==> config.mk <==
export PLATFORM = sky130hd
export DESIGN_NAME = ira_remap_index
export DESIGN_NICKNAME = d
export VERILOG_FILES = /design/src/hw/ira_pkg.sv /design/src/hw/ira_index_calc.sv /design/src/hw/ira_entry_cache.sv /design/src/hw/ira_remap_index.sv
export SDC_FILE = /design/constraint.sdc
export NUM_CORES = 2
export LEC_CHECK = 0
export BUFFER_PORTS_ARGS = -buffer_cell sky130_fd_sc_hd__buf_2
export CORE_MARGIN = 3
export CORE_UTILIZATION = 52
export CTS_CLUSTER_SIZE = 16
export DETAILED_ROUTE_END_ITERATION = 8
export GPL_TIMING_DRIVEN = 0
export HOLD_SLACK_MARGIN = 0.12
export PLACE_DENSITY = 0.66
export SLEW_MARGIN = 20
export SYNTH_ARGS = -nofsm -noshare
export SYNTH_HDL_FRONTEND = slang
export SYNTH_SLANG_ARGS = --single-unit
==> constraint.sdc <==
create_clock -name CLOCK_IN -period 34.7 [get_ports CLOCK_IN]
set_clock_uncertainty 0.15 [all_clocks]
set_input_delay 5.205 -clock CLOCK_IN [delete_from_list [all_inputs] [get_ports CLOCK_IN]]
set_output_delay 5.205 -clock CLOCK_IN [all_outputs]
set_load 0.01 [all_outputs]
==> src/hw/ira_pkg.sv <==
`default_nettype none
package ira_pkg;
	// Request address and data field positions.
	localparam int ADR_HANDLE_HI = 19;
	localparam int ADR_HANDLE_LO = 5;
	localparam int ADR_FMT_POS   = 4;
	localparam int ADR_SHV_POS   = 3;
	localparam int ADR_H15_POS   = 2;
	localparam int DAT_RSVD_HI   = 31;
	localparam int DAT_RSVD_LO   = 16;
	localparam int DAT_SUB_HI    = 15;
	localparam int DAT_SUB_LO    = 0;
	// Entry size is 128 bits, so an index is scaled by 16 bytes.
	localparam int ENTRY_SHIFT   = 4;
	localparam logic [16:0] TBL_MAX_ENTRIES = 17'h10000;
	// Fault reason codes.
	localparam logic [7:0] FLT_RSVD  = 8'h20;
	localparam logic [7:0] FLT_RANGE = 8'h21;
	localparam logic [7:0] FLT_FETCH = 8'h23;
	// Register byte offsets.
	localparam logic [7:0] OFS_CTRL    = 8'h00;
	localparam logic [7:0] OFS_BASE_LO = 8'h04;
	localparam logic [7:0] OFS_BASE_HI = 8'h08;
	localparam logic [7:0] OFS_COUNT   = 8'h0C;
	localparam logic [7:0] OFS_STATUS  = 8'h10;
	localparam logic [7:0] OFS_LAST    = 8'h14;
	localparam logic [7:0] OFS_INV_IDX = 8'h18;
	// Control and status bit positions.
	localparam int CTRL_EN_POS   = 0;
	localparam int CTRL_INV_POS  = 1;
	localparam int STS_FLT_POS   = 8;
	localparam int STS_SZERR_POS = 9;
	localparam int STS_BUSY_POS  = 10;
	// Values after reset.
	localparam logic [31:0] RST_CTRL  = 32'h0000_0000;
	localparam logic [63:0] RST_BASE  = 64'h0000_0000_0000_0000;
	localparam logic [16:0] RST_COUNT = 17'h00000;
	localparam logic [1:0] RESP_OKAY   = 2'h0;
	localparam logic [1:0] RESP_SLVERR = 2'h2;
	typedef enum logic [2:0] {ST_IDLE, ST_CHECK, ST_FETCH, ST_WAIT} ira_state_t;
endpackage
`default_nettype wire

==> src/hw/ira_index_calc.sv <==
`default_nettype none
module ira_index_calc
	import ira_pkg::*;
(
	input  wire logic [31:0] addr_in,
	input  wire logic [31:0] data_in,
	output logic      [15:0] handle_out,
	output logic             shv_out,
	output logic             remappable_out,
	output logic             rsvd_err_out,
	output logic      [16:0] index_out
);
	logic [15:0] sub;

	// Handle gathers address bits 2 and 19:5; bits 1:0 are never looked at.
	assign handle_out = {addr_in[ADR_H15_POS], addr_in[ADR_HANDLE_HI:ADR_HANDLE_LO]};
	assign shv_out        = addr_in[ADR_SHV_POS];
	assign remappable_out = addr_in[ADR_FMT_POS];
	// Data is only meaningful when the subhandle-valid flag is set.
	assign sub          = shv_out ? data_in[DAT_SUB_HI:DAT_SUB_LO] : 16'h0000;
	assign rsvd_err_out = shv_out && (data_in[DAT_RSVD_HI:DAT_RSVD_LO] != 16'h0000);
	// A 17-bit sum keeps the carry, so a wrapped sum fails the bounds check.
	assign index_out = {1'b0, handle_out} + {1'b0, sub};
endmodule // ira_index_calc
`default_nettype wire

==> src/hw/ira_entry_cache.sv <==
`default_nettype none
module ira_entry_cache
	import ira_pkg::*;
#(
	parameter int DEPTH = 16
)(
	input  wire logic         clk_in,
	input  wire logic         rst_in,
	input  wire logic [15:0]  lk_idx_in,
	output logic              hit_out,
	output logic      [127:0] lk_data_out,
	input  wire logic         fill_in,
	input  wire logic [15:0]  fill_idx_in,
	input  wire logic [127:0] fill_data_in,
	input  wire logic         inv_all_in,
	input  wire logic         inv_one_in,
	input  wire logic [15:0]  inv_idx_in
);
	localparam int AW = $clog2(DEPTH);
	logic [127:0]   ent_r [DEPTH];
	logic [15-AW:0] tag_r [DEPTH];
	logic [DEPTH-1:0] vld_r;

	// Direct-mapped lookup on the low index bits.
	assign hit_out     = vld_r[lk_idx_in[AW-1:0]] && (tag_r[lk_idx_in[AW-1:0]] == lk_idx_in[15:AW]);
	assign lk_data_out = ent_r[lk_idx_in[AW-1:0]];

	// Entry storage needs no reset; validity guards it.
	always_ff @(posedge clk_in) begin
		if (fill_in) begin
			ent_r[fill_idx_in[AW-1:0]] <= fill_data_in;
			tag_r[fill_idx_in[AW-1:0]] <= fill_idx_in[15:AW];
		end
	end

	// A flush beats a fill, so a stale entry never survives a flush.
	always_ff @(posedge clk_in) begin
		if (rst_in || inv_all_in) begin
			vld_r <= '0;
		end else begin
			if (fill_in) begin
				vld_r[fill_idx_in[AW-1:0]] <= 1'b1;
			end
			if (inv_one_in && tag_r[inv_idx_in[AW-1:0]] == inv_idx_in[15:AW]) begin
				vld_r[inv_idx_in[AW-1:0]] <= 1'b0;
			end
		end
	end

	// A flush leaves no entry valid.
	a_flush_clears: assert property (@(posedge clk_in) disable iff (rst_in)
		inv_all_in |=> (vld_r == '0))
		else $error("cache entries survived a flush");
endmodule // ira_entry_cache
`default_nettype wire

==> src/hw/ira_remap_index.sv <==
`default_nettype none
// What this block does
// - Address bit 3 flags a valid subhandle.
// - Address bit 2 is handle bit 15.
// - Address bits 1:0 are ignored.
// - With subhandle, data 31:16 must be zero.
// - With subhandle, data 15:0 is the subhandle.
// - Index is handle, plus subhandle when flagged.
// - Table base and count come from software.
// - Each entry is a 128-bit record.
// - Table size limited to 64K entries.
// - Index at or above count is blocked.
// - Range or address-width fault reports 21h.
// - Delivered attributes come from the entry.
// - Entry cache; a flush drops every entry, an index invalidation drops only the matching entry.
module ira_remap_index
	import ira_pkg::*;
#(
	parameter int HOST_ADDR_WIDTH = 48,
	parameter int CACHE_DEPTH     = 16
)(
	input  wire logic         CLOCK_IN,
	input  wire logic         RST_IN,
	input  wire logic [7:0]   S_AXI_AWADDR,
	input  wire logic         S_AXI_AWVALID,
	output logic              S_AXI_AWREADY,
	input  wire logic [31:0]  S_AXI_WDATA,
	input  wire logic [3:0]   S_AXI_WSTRB,
	input  wire logic         S_AXI_WVALID,
	output logic              S_AXI_WREADY,
	output logic      [1:0]   S_AXI_BRESP,
	output logic              S_AXI_BVALID,
	input  wire logic         S_AXI_BREADY,
	input  wire logic [7:0]   S_AXI_ARADDR,
	input  wire logic         S_AXI_ARVALID,
	output logic              S_AXI_ARREADY,
	output logic      [31:0]  S_AXI_RDATA,
	output logic      [1:0]   S_AXI_RRESP,
	output logic              S_AXI_RVALID,
	input  wire logic         S_AXI_RREADY,
	input  wire logic         REQ_VALID_IN,
	output logic              REQ_READY_OUT,
	input  wire logic [31:0]  REQ_ADDR_IN,
	input  wire logic [31:0]  REQ_DATA_IN,
	output logic              MEM_REQ_VALID_OUT,
	input  wire logic         MEM_REQ_READY_IN,
	output logic      [63:0]  MEM_ADDR_OUT,
	input  wire logic         MEM_RSP_VALID_IN,
	input  wire logic [127:0] MEM_RSP_DATA_IN,
	input  wire logic         MEM_RSP_ERR_IN,
	output logic              DLV_VALID_OUT,
	output logic      [127:0] DLV_ENTRY_OUT,
	output logic      [15:0]  DLV_INDEX_OUT,
	output logic              COMPAT_VALID_OUT,
	output logic              FAULT_VALID_OUT,
	output logic      [7:0]   FAULT_REASON_OUT
);
	ira_state_t    state_r;
	logic [31:0]   req_addr_r;
	logic [31:0]   req_data_r;
	logic [31:0]   ctrl_r;
	logic [63:0]   base_r;
	logic [16:0]   count_r;
	logic          flt_sticky_r;
	logic          szerr_r;
	logic [7:0]    last_code_r;
	logic [15:0]   last_idx_r;
	logic          aw_held_r;
	logic          w_held_r;
	logic [7:0]    awaddr_r;
	logic [31:0]   wdata_r;
	logic [3:0]    wstrb_r;
	logic          bvalid_r;
	logic [1:0]    bresp_r;
	logic          rvalid_r;
	logic [31:0]   rdata_r;
	logic [1:0]    rresp_r;
	logic          inv_all_r;
	logic          inv_one_r;
	logic [15:0]   inv_idx_r;
	logic          dlv_r;
	logic [127:0]  dlv_entry_r;
	logic [15:0]   dlv_idx_r;
	logic          compat_r;
	logic          flt_r;
	logic [7:0]    flt_code_r;
	logic [15:0]   handle;
	logic          subhandle_valid_flag;
	logic          remappable;
	logic          rsvd_err;
	logic [16:0]   idx17;
	logic [63:0]   ent_addr;
	logic          over_haw;
	logic          hit;
	logic [127:0]  hit_data;
	logic          aw_hs;
	logic          w_hs;
	logic          do_wr;
	logic [7:0]    wr_addr;
	logic [31:0]   wr_data;
	logic [3:0]    wr_strb;
	logic          mem_fill;
	logic          flt_event;
	logic [31:0]   count_wr;
	logic [31:0]   inv_idx_wr;

	// Byte-lane merge of a write into an existing register value.
	function automatic logic [31:0] merge(input logic [31:0] old, input logic [31:0] nw,
		input logic [3:0] strb);
		logic [31:0] res;
		res = old;
		for (int i = 0; i < 4; i++) begin
			if (strb[i]) begin
				res[8*i +: 8] = nw[8*i +: 8];
			end
		end
		return res;
	endfunction

	// Field extraction and index arithmetic on the captured request.
	ira_index_calc u_calc (
		.addr_in        (req_addr_r),
		.data_in        (req_data_r),
		.handle_out     (handle),
		.shv_out        (subhandle_valid_flag),
		.remappable_out (remappable),
		.rsvd_err_out   (rsvd_err),
		.index_out      (idx17)
	);

	// Entry location and its check against the host address width.
	assign ent_addr = base_r + {44'h0, idx17[15:0], 4'h0};
	assign over_haw = (ent_addr >> HOST_ADDR_WIDTH) != 64'h0;
	assign mem_fill = (state_r == ST_WAIT) && MEM_RSP_VALID_IN && !MEM_RSP_ERR_IN;

	ira_entry_cache #(.DEPTH(CACHE_DEPTH)) u_cache (
		.clk_in       (CLOCK_IN),
		.rst_in       (RST_IN),
		.lk_idx_in    (idx17[15:0]),
		.hit_out      (hit),
		.lk_data_out  (hit_data),
		.fill_in      (mem_fill),
		.fill_idx_in  (idx17[15:0]),
		.fill_data_in (MEM_RSP_DATA_IN),
		.inv_all_in   (inv_all_r),
		.inv_one_in   (inv_one_r),
		.inv_idx_in   (inv_idx_r)
	);

	// Requests are taken only while idle and the block is enabled.
	assign REQ_READY_OUT     = (state_r == ST_IDLE) && ctrl_r[CTRL_EN_POS];
	assign MEM_REQ_VALID_OUT = (state_r == ST_FETCH);
	assign MEM_ADDR_OUT      = ent_addr;
	assign DLV_VALID_OUT     = dlv_r;
	assign DLV_ENTRY_OUT     = dlv_entry_r;
	assign DLV_INDEX_OUT     = dlv_idx_r;
	assign COMPAT_VALID_OUT  = compat_r;
	assign FAULT_VALID_OUT   = flt_r;
	assign FAULT_REASON_OUT  = flt_code_r;

	// Captures a request; address bits 1:0 are kept but never decoded.
	always_ff @(posedge CLOCK_IN) begin
		if (RST_IN) begin
			req_addr_r <= 32'h0000_0000;
			req_data_r <= 32'h0000_0000;
		end else if (REQ_VALID_IN && REQ_READY_OUT) begin
			req_addr_r <= REQ_ADDR_IN;
			req_data_r <= REQ_DATA_IN;
		end
	end

	// Sequencer: checks, then cache lookup or table fetch.
	always_ff @(posedge CLOCK_IN) begin
		if (RST_IN) begin
			state_r <= ST_IDLE;
		end else begin
			unique case (state_r)
				ST_IDLE: begin
					if (REQ_VALID_IN && REQ_READY_OUT) begin
						state_r <= ST_CHECK;
					end
				end
				ST_CHECK: begin
					if (remappable && !rsvd_err && idx17 < count_r && !over_haw && !hit) begin
						state_r <= ST_FETCH;
					end else begin
						state_r <= ST_IDLE;
					end
				end
				ST_FETCH: begin
					if (MEM_REQ_READY_IN) begin
						state_r <= ST_WAIT;
					end
				end
				ST_WAIT: begin
					if (MEM_RSP_VALID_IN) begin
						state_r <= ST_IDLE;
					end
				end
				default: state_r <= ST_IDLE;
			endcase
		end
	end

	// Outcome pulses: fault, pass-on of a compatibility request, or delivery.
	always_ff @(posedge CLOCK_IN) begin
		if (RST_IN) begin
			dlv_r       <= 1'b0;
			dlv_entry_r <= 128'h0;
			dlv_idx_r   <= 16'h0000;
			compat_r    <= 1'b0;
			flt_r       <= 1'b0;
			flt_code_r  <= 8'h00;
		end else begin
			dlv_r    <= 1'b0;
			compat_r <= 1'b0;
			flt_r    <= 1'b0;
			if (state_r == ST_CHECK) begin
				if (!remappable) begin
					compat_r <= 1'b1;
				end else if (rsvd_err) begin
					flt_r      <= 1'b1;
					flt_code_r <= FLT_RSVD;
				end else if (idx17 >= count_r || over_haw) begin
					flt_r      <= 1'b1;
					flt_code_r <= FLT_RANGE;
				end else if (hit) begin
					dlv_r       <= 1'b1;
					dlv_entry_r <= hit_data;
					dlv_idx_r   <= idx17[15:0];
				end
			end else if (state_r == ST_WAIT && MEM_RSP_VALID_IN) begin
				if (MEM_RSP_ERR_IN) begin
					flt_r      <= 1'b1;
					flt_code_r <= FLT_FETCH;
				end else begin
					dlv_r       <= 1'b1;
					dlv_entry_r <= MEM_RSP_DATA_IN;
					dlv_idx_r   <= idx17[15:0];
				end
			end
		end
	end

	// Bus write side: address and data may arrive in either order.
	assign aw_hs         = S_AXI_AWVALID && S_AXI_AWREADY;
	assign w_hs          = S_AXI_WVALID && S_AXI_WREADY;
	assign S_AXI_AWREADY = !aw_held_r && !bvalid_r;
	assign S_AXI_WREADY  = !w_held_r && !bvalid_r;
	assign do_wr         = (aw_held_r || aw_hs) && (w_held_r || w_hs);
	assign wr_addr       = aw_held_r ? awaddr_r : S_AXI_AWADDR;
	assign wr_data       = w_held_r ? wdata_r : S_AXI_WDATA;
	assign wr_strb       = w_held_r ? wstrb_r : S_AXI_WSTRB;
	assign S_AXI_BVALID  = bvalid_r;
	assign S_AXI_BRESP   = bresp_r;

	// Holds whichever half of a write came first, then answers.
	always_ff @(posedge CLOCK_IN) begin
		if (RST_IN) begin
			aw_held_r <= 1'b0;
			w_held_r  <= 1'b0;
			awaddr_r  <= 8'h00;
			wdata_r   <= 32'h0000_0000;
			wstrb_r   <= 4'h0;
			bvalid_r  <= 1'b0;
			bresp_r   <= RESP_OKAY;
		end else begin
			if (do_wr) begin
				aw_held_r <= 1'b0;
				w_held_r  <= 1'b0;
				bvalid_r  <= 1'b1;
				bresp_r   <= (wr_addr[1:0] == 2'h0 && wr_addr <= OFS_INV_IDX) ? RESP_OKAY : RESP_SLVERR;
			end else begin
				if (aw_hs) begin
					aw_held_r <= 1'b1;
					awaddr_r  <= S_AXI_AWADDR;
				end
				if (w_hs) begin
					w_held_r <= 1'b1;
					wdata_r  <= S_AXI_WDATA;
					wstrb_r  <= S_AXI_WSTRB;
				end
				if (bvalid_r && S_AXI_BREADY) begin
					bvalid_r <= 1'b0;
				end
			end
		end
	end

	// Candidate register values after the byte-lane merge of the current write.
	assign count_wr   = merge({15'h0, count_r}, wr_data, wr_strb);
	assign inv_idx_wr = merge({16'h0, inv_idx_r}, wr_data, wr_strb);

	// Software-written configuration and invalidation commands.
	always_ff @(posedge CLOCK_IN) begin
		if (RST_IN) begin
			ctrl_r    <= RST_CTRL;
			base_r    <= RST_BASE;
			count_r   <= RST_COUNT;
			inv_all_r <= 1'b0;
			inv_one_r <= 1'b0;
			inv_idx_r <= 16'h0000;
		end else begin
			inv_all_r <= 1'b0;
			inv_one_r <= 1'b0;
			if (do_wr) begin
				unique case (wr_addr)
					OFS_CTRL: begin
						ctrl_r    <= merge(ctrl_r, wr_data, wr_strb) & 32'h0000_0001;
						inv_all_r <= wr_strb[0] && wr_data[CTRL_INV_POS];
					end
					OFS_BASE_LO: base_r[31:0]  <= merge(base_r[31:0], wr_data, wr_strb);
					OFS_BASE_HI: base_r[63:32] <= merge(base_r[63:32], wr_data, wr_strb);
					OFS_COUNT: begin
						if (count_wr <= {15'h0, TBL_MAX_ENTRIES}) begin
							count_r <= count_wr[16:0];
						end
					end
					OFS_INV_IDX: begin
						inv_one_r <= 1'b1;
						inv_idx_r <= inv_idx_wr[15:0];
					end
					default: ;
				endcase
			end
		end
	end

	// Sticky status; a new event wins over a same-cycle clear.
	assign flt_event = flt_r;
	always_ff @(posedge CLOCK_IN) begin
		if (RST_IN) begin
			flt_sticky_r <= 1'b0;
			szerr_r      <= 1'b0;
			last_code_r  <= 8'h00;
			last_idx_r   <= 16'h0000;
		end else begin
			if (do_wr && wr_addr == OFS_STATUS && wr_strb[1]) begin
				if (wr_data[STS_FLT_POS]) flt_sticky_r <= 1'b0;
				if (wr_data[STS_SZERR_POS]) szerr_r <= 1'b0;
			end
			if (flt_event) begin
				flt_sticky_r <= 1'b1;
				last_code_r  <= flt_code_r;
			end
			if (do_wr && wr_addr == OFS_COUNT && count_wr > {15'h0, TBL_MAX_ENTRIES}) begin
				szerr_r <= 1'b1;
			end
			if (state_r == ST_CHECK) begin
				last_idx_r <= idx17[15:0];
			end
		end
	end

	// Bus read side: one read at a time, answer one cycle after address.
	assign S_AXI_ARREADY = !rvalid_r;
	assign S_AXI_RVALID  = rvalid_r;
	assign S_AXI_RDATA   = rdata_r;
	assign S_AXI_RRESP   = rresp_r;
	always_ff @(posedge CLOCK_IN) begin
		if (RST_IN) begin
			rvalid_r <= 1'b0;
			rdata_r  <= 32'h0000_0000;
			rresp_r  <= RESP_OKAY;
		end else if (S_AXI_ARVALID && S_AXI_ARREADY) begin
			rvalid_r <= 1'b1;
			rresp_r  <= RESP_OKAY;
			unique case (S_AXI_ARADDR)
				OFS_CTRL:    rdata_r <= ctrl_r;
				OFS_BASE_LO: rdata_r <= base_r[31:0];
				OFS_BASE_HI: rdata_r <= base_r[63:32];
				OFS_COUNT:   rdata_r <= {15'h0, count_r};
				OFS_STATUS:  rdata_r <= {21'h0, (state_r != ST_IDLE), szerr_r, flt_sticky_r,
					last_code_r};
				OFS_LAST:    rdata_r <= {16'h0, last_idx_r};
				OFS_INV_IDX: rdata_r <= {16'h0, inv_idx_r};
				default: begin
					rdata_r <= 32'h0000_0000;
					rresp_r <= RESP_SLVERR;
				end
			endcase
		end else if (rvalid_r && S_AXI_RREADY) begin
			rvalid_r <= 1'b0;
		end
	end

	a_range_fault: assert property (@(posedge CLOCK_IN) disable iff (RST_IN)
		(state_r == ST_CHECK && remappable && !rsvd_err && idx17 >= count_r)
		|=> (FAULT_VALID_OUT && FAULT_REASON_OUT == 8'h21 && !DLV_VALID_OUT))
		else $error("out-of-range index not faulted with 21h");
	a_rsvd_fault: assert property (@(posedge CLOCK_IN) disable iff (RST_IN)
		(state_r == ST_CHECK && remappable && req_addr_r[3] && req_data_r[31:16] != 16'h0)
		|=> (FAULT_VALID_OUT && FAULT_REASON_OUT == 8'h20))
		else $error("nonzero reserved data not faulted");
	a_index_plain: assert property (@(posedge CLOCK_IN) disable iff (RST_IN)
		(state_r == ST_CHECK && !req_addr_r[3]) |-> (idx17 == {1'b0, handle}))
		else $error("index differs from handle without subhandle");
	a_index_sum: assert property (@(posedge CLOCK_IN) disable iff (RST_IN)
		(state_r == ST_CHECK && req_addr_r[3])
		|-> (idx17 == {1'b0, handle} + {1'b0, req_data_r[15:0]}))
		else $error("index is not handle plus subhandle");
	a_handle_msb: assert property (@(posedge CLOCK_IN) disable iff (RST_IN)
		(state_r == ST_CHECK) |-> (handle == {req_addr_r[2], req_addr_r[19:5]}))
		else $error("handle not built from address bits 2 and 19:5");
	a_fetch_addr: assert property (@(posedge CLOCK_IN) disable iff (RST_IN)
		MEM_REQ_VALID_OUT |-> (MEM_ADDR_OUT == base_r + 64'(idx17[15:0]) * 64'd16))
		else $error("entry fetched from wrong address");
	a_size_limit: assert property (@(posedge CLOCK_IN) disable iff (RST_IN)
		count_r <= 17'h10000)
		else $error("table size above 64K entries");
	a_deliver_src: assert property (@(posedge CLOCK_IN) disable iff (RST_IN)
		(state_r == ST_WAIT && MEM_RSP_VALID_IN && !MEM_RSP_ERR_IN)
		|=> (DLV_VALID_OUT && DLV_ENTRY_OUT == $past(MEM_RSP_DATA_IN)
			&& DLV_INDEX_OUT == $past(idx17[15:0])))
		else $error("delivered entry is not the fetched one");
endmodule // ira_remap_index
`default_nettype wire

# Word level (Yosys, flattened, before mapping)
# Memory sizes are Yosys's and may differ from the RTL's. A register that Yosys moved wholly into a read port is not among the register bits.
# Cells that the tools add are included.
dict set report totals {
  in_bits 255
  word_cells 226
  memories 2
  ramBits 2240
  register_bits 308
}
dict set report classes {
  reduce_logical 78
  n_bitwise 6
  n_eq_ne 25
  muxes 67
  magnitude_cmp 9
  addsub 2
}
# name words width rd rd_ports_with_merged_regs wr line
set mem_list {}
lappend mem_list {u_cache.ent_r 16 128 1 1 1 ira_entry_cache.sv:20} ;# logic [127:0] ent_r [DEPTH];
lappend mem_list {u_cache.tag_r 16 12 2 1 1 ira_entry_cache.sv:21} ;# logic [15-AW:0] tag_r [DEPTH];
# op n
set op_table {}
lappend op_table {{$pmux 32 s7} 1}
lappend op_table {{$mux 16} 11}
lappend op_table {{$mux 8} 11}
lappend op_table {{$add 64x20->64} 1}
lappend op_table {{$reduce_bool 64->1} 1}
lappend op_table {{$eq 8x5->1 const B} 5}
lappend op_table {{$reduce_and 3->1} 13}
lappend op_table {{$eq 8x4->1 const B} 4}
lappend op_table {{$gt 32x17->1 const B} 1}
lappend op_table {{$le 32x17->1 const B} 1}
lappend op_table {{$mux 32} 1}
lappend op_table {{$mux 1} 30}
lappend op_table {{$logic_and 1x1->1} 27}
lappend op_table {{$eq 12x12->1} 2}
lappend op_table {{$add 16x16->17} 1}
lappend op_table {{$ge 17x17->1} 1}
lappend op_table {{$lt 17x17->1} 1}
lappend op_table {{$and 16x16->16} 1}
lappend op_table {{$eq 8x3->1 const B} 2}
lappend op_table {{$logic_not 8->1} 2}
lappend op_table {{$not 16->16} 1}
lappend op_table {{$or 16x16->16} 1}
lappend op_table {{$reduce_bool 16->1} 1}
lappend op_table {{$reduce_bool 2->1} 8}
lappend op_table {{26 further kinds} 59}

# Logic depth before layout (Yosys ltp)
dict set report depth {
  depth_word 11
  depth_mapped 26
  depth_no_buf 22
}

# Cells and area by module
# From an unflattened synthesis, not the netlist that was laid out.
dict set report unflattened {
  hier_cells 6206
  hier_area_um2 108960.8
}
# mod cells_each seq_area_each_um2 n_inst area_per_inst_um2
set modules_own_cells {}
lappend modules_own_cells {ira_entry_cache 3412 67584.8 1 86605.6}
lappend modules_own_cells {ira_remap_index 2651 8388.0 1 21316.7}
lappend modules_own_cells {ira_index_calc 143 0.0 1 1038.5}

# Least setup slack after synthesis
# Ideal clock, no wire load.
dict set report synth_path {
  kind {input to register}
  startpoint {input port MEM_RSP_VALID_IN}
  endpoint {register u_cache.vld_r[7]}
  setup_ns 0.118
  path_slack_ns 13.748
  stages 5
  arrival_time_ns 20.684
  t_required_ns 34.432
  path_buffers 0
  cell_sequence {nand3_1 nor2_1 nand2_1 nor4_1 o221a_2}
}
dict set report synth_between {
  elab_chain_len 6
}
# item line
set synth_lines {}
lappend synth_lines {{start: declaration} ira_remap_index.sv:48} ;# input wire logic MEM_RSP_VALID_IN,
lappend synth_lines {{$logic_and 1x1->1 * (2 in a row)} ira_remap_index.sv:134} ;# assign mem_fill = (state_r == ST_WAIT) && MEM_RSP_VALID_IN && !MEM_RSP_ERR_IN;
lappend synth_lines {{$mux 16 *} ira_entry_cache.sv:41} ;# if (fill_in) begin
lappend synth_lines {{$mux 16 *} ira_entry_cache.sv:38} ;# if (rst_in || inv_all_in) begin
lappend synth_lines {{$and 16x16->16 (no source line)} --}
lappend synth_lines {{$mux 16 *} ira_entry_cache.sv:44} ;# if (inv_one_in && tag_r[inv_idx_in[AW-1:0]] == inv_idx_in[15:AW]) begin
lappend synth_lines {{end signal: assignment} ira_entry_cache.sv:39} ;# vld_r <= '0;
lappend synth_lines {{end signal: indexed assignment} ira_entry_cache.sv:42} ;# vld_r[fill_idx_in[AW-1:0]] <= 1'b1;
lappend synth_lines {{end signal: indexed assignment} ira_entry_cache.sv:45} ;# vld_r[inv_idx_in[AW-1:0]] <= 1'b0;
lappend synth_lines {{end: declaration} ira_entry_cache.sv:22} ;# logic [DEPTH-1:0] vld_r;
# Every way passes the cells marked *; elsewhere a longest branch is shown, timed or not. The select of a mux whose other input is x is not followed.
# A chain may end at the register's enable or synchronous reset.

# Final worst setup path
dict set report layout_path {
  startpoint {register req_addr_r[3]}
  endpoint {output port MEM_ADDR_OUT[59]}
}
dict set report layout_between {
  elab_chain_len 3
}
# item line
set layout_lines {}
lappend layout_lines {{start: declaration} ira_remap_index.sv:59} ;# logic [31:0] req_addr_r;
lappend layout_lines {{start signal: assignment} ira_remap_index.sv:164} ;# req_addr_r <= 32'h0000_0000;
lappend layout_lines {{start signal: assignment} ira_remap_index.sv:167} ;# req_addr_r <= REQ_ADDR_IN;
lappend layout_lines {{$mux 16} ira_index_calc.sv:20} ;# assign sub = shv_out ? data_in[DAT_SUB_HI:DAT_SUB_LO] : 16'h0000;
lappend layout_lines {{$add 16x16->17} ira_index_calc.sv:23} ;# assign index_out = {1'b0, handle_out} + {1'b0, sub};
lappend layout_lines {{named net idx17[1]} ira_remap_index.sv:91} ;# logic [16:0] idx17;
lappend layout_lines {{$add 64x20->64} ira_remap_index.sv:132} ;# assign ent_addr = base_r + {44'h0, idx17[15:0], 4'h0};
lappend layout_lines {{end: declaration} ira_remap_index.sv:47} ;# output logic [63:0] MEM_ADDR_OUT,
# The timed path passes the listed nets, and every way through them passes these cells.

==> results.yml <==
sta:
  final_hold_viol_count: 0
  worst_slew_pin_slew_ns: 1.166
  final-max-slew-violation-count: 0
  fin_crit_sh: 0.4643
  rsz0062_at_grt: "false"
  slew_headroom: 0.2004
  setup_viol: 0
  fmax_mhz: 62.07
  holdWs_ns: 0.3050
  post-route-min-period_ns: 16.11
flow_run:
  maxCapViolCount: 0
clock_network:
  cts_buffers: 291
  post_cts_resized: 0
  root_buffer: "clkbuf_16"
  cts_setup_buffers: 0
  max-clock-path-buffers: 4
  clock_sinks: 2665
  holdBufCountCts: 0
  clk_pin_slew_ns: 0.06
  cts_tree: "yes"
  cts_max_level: 5
  clock_latency_ns: 0.91
floorplanning:
  die_area_um2: 213200
  start_util: 0.5252
  core_um2: 205600
  dieHeight_um: 461.7
  ioPinCount: 517
  rows: 166
  die_w_um: 461.7
route:
  wl_um: 326700
  wl_per_cell_um: 32.14
  drc: 0
  ant_nets: 0
  drt_iter0_drc: 8532
  firstDrtPassIters: 6
  via_per_inst: 6.420
  via_count: 65251
logic_synthesis:
  netlist_area_um2: 108000
  synth_commonest_cells: "2240 x edfxtp_1, 755 x mux4_2, 704 x nand2_1, 425 x dfxtp_1, 275 x clkbuf_1"
  ys_ff_latch: 2665
  yosysMostFrequentCell: "edfxtp_1"
  ys_seq_area_frac: 0.7016
  synth.distinct_cells: 81
  netlist_instances: 6071
  syn_avg_cell_area_um2: 17.79
  synth_area_leaders: "edfxtp_1 62%, mux4_2 16%, dfxtp_1 7.9%"
  yosysWarnings: 0
  synth_top_area_share: 0.6229
  synthArstFlopShare: 0
  synth_top_cell_by_area: "edfxtp_1"
  synth_flop_cell: "edfxtp_1"
  synth_edf_count: 2240
critical_path:
  endpoint_kind: "primary output"
  critPathKind: "flip-flop to primary output"
  path_buf_inv: 10
  critPathMaxFanout: 10
  critPathLaunchType: "flip-flop"
  crit_required_ns: 29.34
  crit_chain: "and2_1 -> ha_1 -> inv_1 -> fa_1 -> buf_2 -> buf_2 -> buf_1 -> clkbuf_1 -> clkbuf_2 -> clkbuf_1 -> clkbuf_1 -> inv_1 -> ha_1 -> a211oi_1 -> o211ai_1 -> a21o_1 -> nand3_1 -> nand2_1 -> a311o_1 -> a21oi_1 -> nor3_1 -> nand4_1 -> xnor2_1 -> buf_2"
  max_stage_delay_ns: 0.93
  cp_data_arrival_time_ns: 10.76
  crit_slowest_cell: "clkbuf_1"
  cp_top_family: "buffers and inverters"
worst_hold_path:
  min_path_type: "flip-flop to flip-flop"
global_route:
  grt_max_degree: 23
  grt_pass1_wl_um: 461400
  grt_pass1_vias: 63335
  gr-total-overflow: 0
  track_usage: 0.3048
  antenna_found_initial: 67
final_layout:
  multi_input_area_um2: 30610
  final_area_um2: 127300
  nets: 7531
  fillers: 14685
  area_delta_synth_final_pct: 17.85
  fin_cells: 10164
  postLayoutCoreUtil: 0.6189
  regArea_um2: 75770
  final_layout_size_suffix_gt1_frac: 0.3000
outcome:
  status: "complete, no violations"
placed_design:
  place.gp.congestion: 0.9625
  numPortBuffers: 492
  dpl.hpwl_um: 229500
  place_area_um2: 118000
  placedCellCount: 9618
power_and_ir_drop:
  worst_ir_drop_vdd_uv: 50.64
  power.density_nw_per_um2: 51.49
  leakagePower_nw: 45.39
==> cell usage in the layout (no fill, tap or decap), types with 20 or more instances in the layout <==
cell type  instances
clkbuf_2          55
mux2i_1           96
clkinv_2          38
inv_1             46
o211a_1          133
edfxtp_1        2240
nor3_1            33
buf_16            35
diode_2           43
mux4_2           755
a211o_1          132
o21ai_0           30
xor2_1            31
buf_4            205
a211oi_1          85
and3_1            20
buf_1             22
buf_2            613
clkbuf_16        299
nand4_1           25
buf_12            33
nand2_1          704
ha_1              50
nor4_1            29
clkbuf_8          22
clkinv_1          34
clkbuf_1         316
a21oi_1          207
and2_1            26
dfxtp_1          425
nor2_1           241
xnor2_1           51
buf_6             51
nand3_1           49
a21o_1            21
==> logic make-up after synthesis <==
family | synth area share
DFF | 0.7016
and+or+nand+nor | 0.04834
muxes | 0.1683
AOI/OAI and AO/OA | 0.05069
buffers and inverters | 0.01712
xor gates and xnor gates | 0.007670
adders and majority gates | 0.006164
other | 0.00003472
==> worst min-delay path, cell delays in order (launching register included) <==
cell     delay (ns)
dfxtp_1        0.30
nand2_1        0.05
a21oi_1        0.05
==> through the flow <==
stage	worst slack, ns	setup TNS (ns)	power [mW]
finish	18.59	0	6.553
global route	18.32	0	6.715
CTS	18.82	0	6.586
detailed placement	19.86	0	3.641
global placement	-8.397	-1739.66	3.635
floorplan	13.75	0	3.570
==> path summary, 6_finish.rpt <==
| check | start | endpoint | depth (start not counted) | slack [ns] |
|---|---|---|---|---|
| worst max-delay path | req_addr_r[3]$_SDFFE_PP0P_ | MEM_ADDR_OUT[59] | 24 | 18.59 |
| worst max register to register | req_addr_r[3]$_SDFFE_PP0P_ | DLV_ENTRY_OUT[89]$_SDFFE_PP0P_ | 25 | 22.80 |
| worst min-delay path | req_data_r[0]$_SDFFE_PP0P_ | req_data_r[0]$_SDFFE_PP0P_ | 2 | 0.31 |
| worst min register to register | req_data_r[0]$_SDFFE_PP0P_ | req_data_r[0]$_SDFFE_PP0P_ | 2 | 0.31 |
==> registers in the layout, summed over array words and instances, names as in the netlist, 2 cells and up, named ones only <==
| register | count |
|---|---|
| u_cache.tag_r | 192 |
| base_r | 64 |
| u_cache.vld_r | 16 |
| DLV_INDEX_OUT | 16 |
| u_cache.ent_r | 2048 |
| inv_idx_r | 16 |
| FAULT_REASON_OUT | 3 |
| last_code_r | 3 |
| S_AXI_RDATA | 32 |
| last_idx_r | 16 |
| count_r | 17 |
| DLV_ENTRY_OUT | 128 |
| req_data_r | 32 |
| awaddr_r | 8 |
| req_addr_r | 18 |
| wstrb_r | 4 |
| wdata_r | 32 |
| state_r | 2 |
==> per-layer routing <==
layer  part of all wire  up-vias  global-route usage
li1                   -    26746                   -
met1               0.38    33829              0.4125
met2               0.48     3932              0.4817
met3              0.099      718             0.06737
met4              0.046       26              0.1312
met5            0.00052        -                   0
==> area by class of cell <==
class	instances	share of cell area
timing repair buffer	854	0.05046
inverter	48	0.001416
sequential	2665	0.5954
antenna	43	0.0008455
clock inverter	103	0.007688
tap	2688	0.02643
multi-input combinational	2958	0.2405
clock buffer	399	0.06347
buffer	406	0.01378
==> report_power, final <==
part	total [mW]	switching, mW	leakage [nW]	internal (mW)
logic	0.109	0.0832	17.5	0.0261
registers	3.47	0.00353	23.4	3.46
clock network	2.98	1.22	4.43	1.76
No activity file was read; power rests on OpenSTA's default activity.
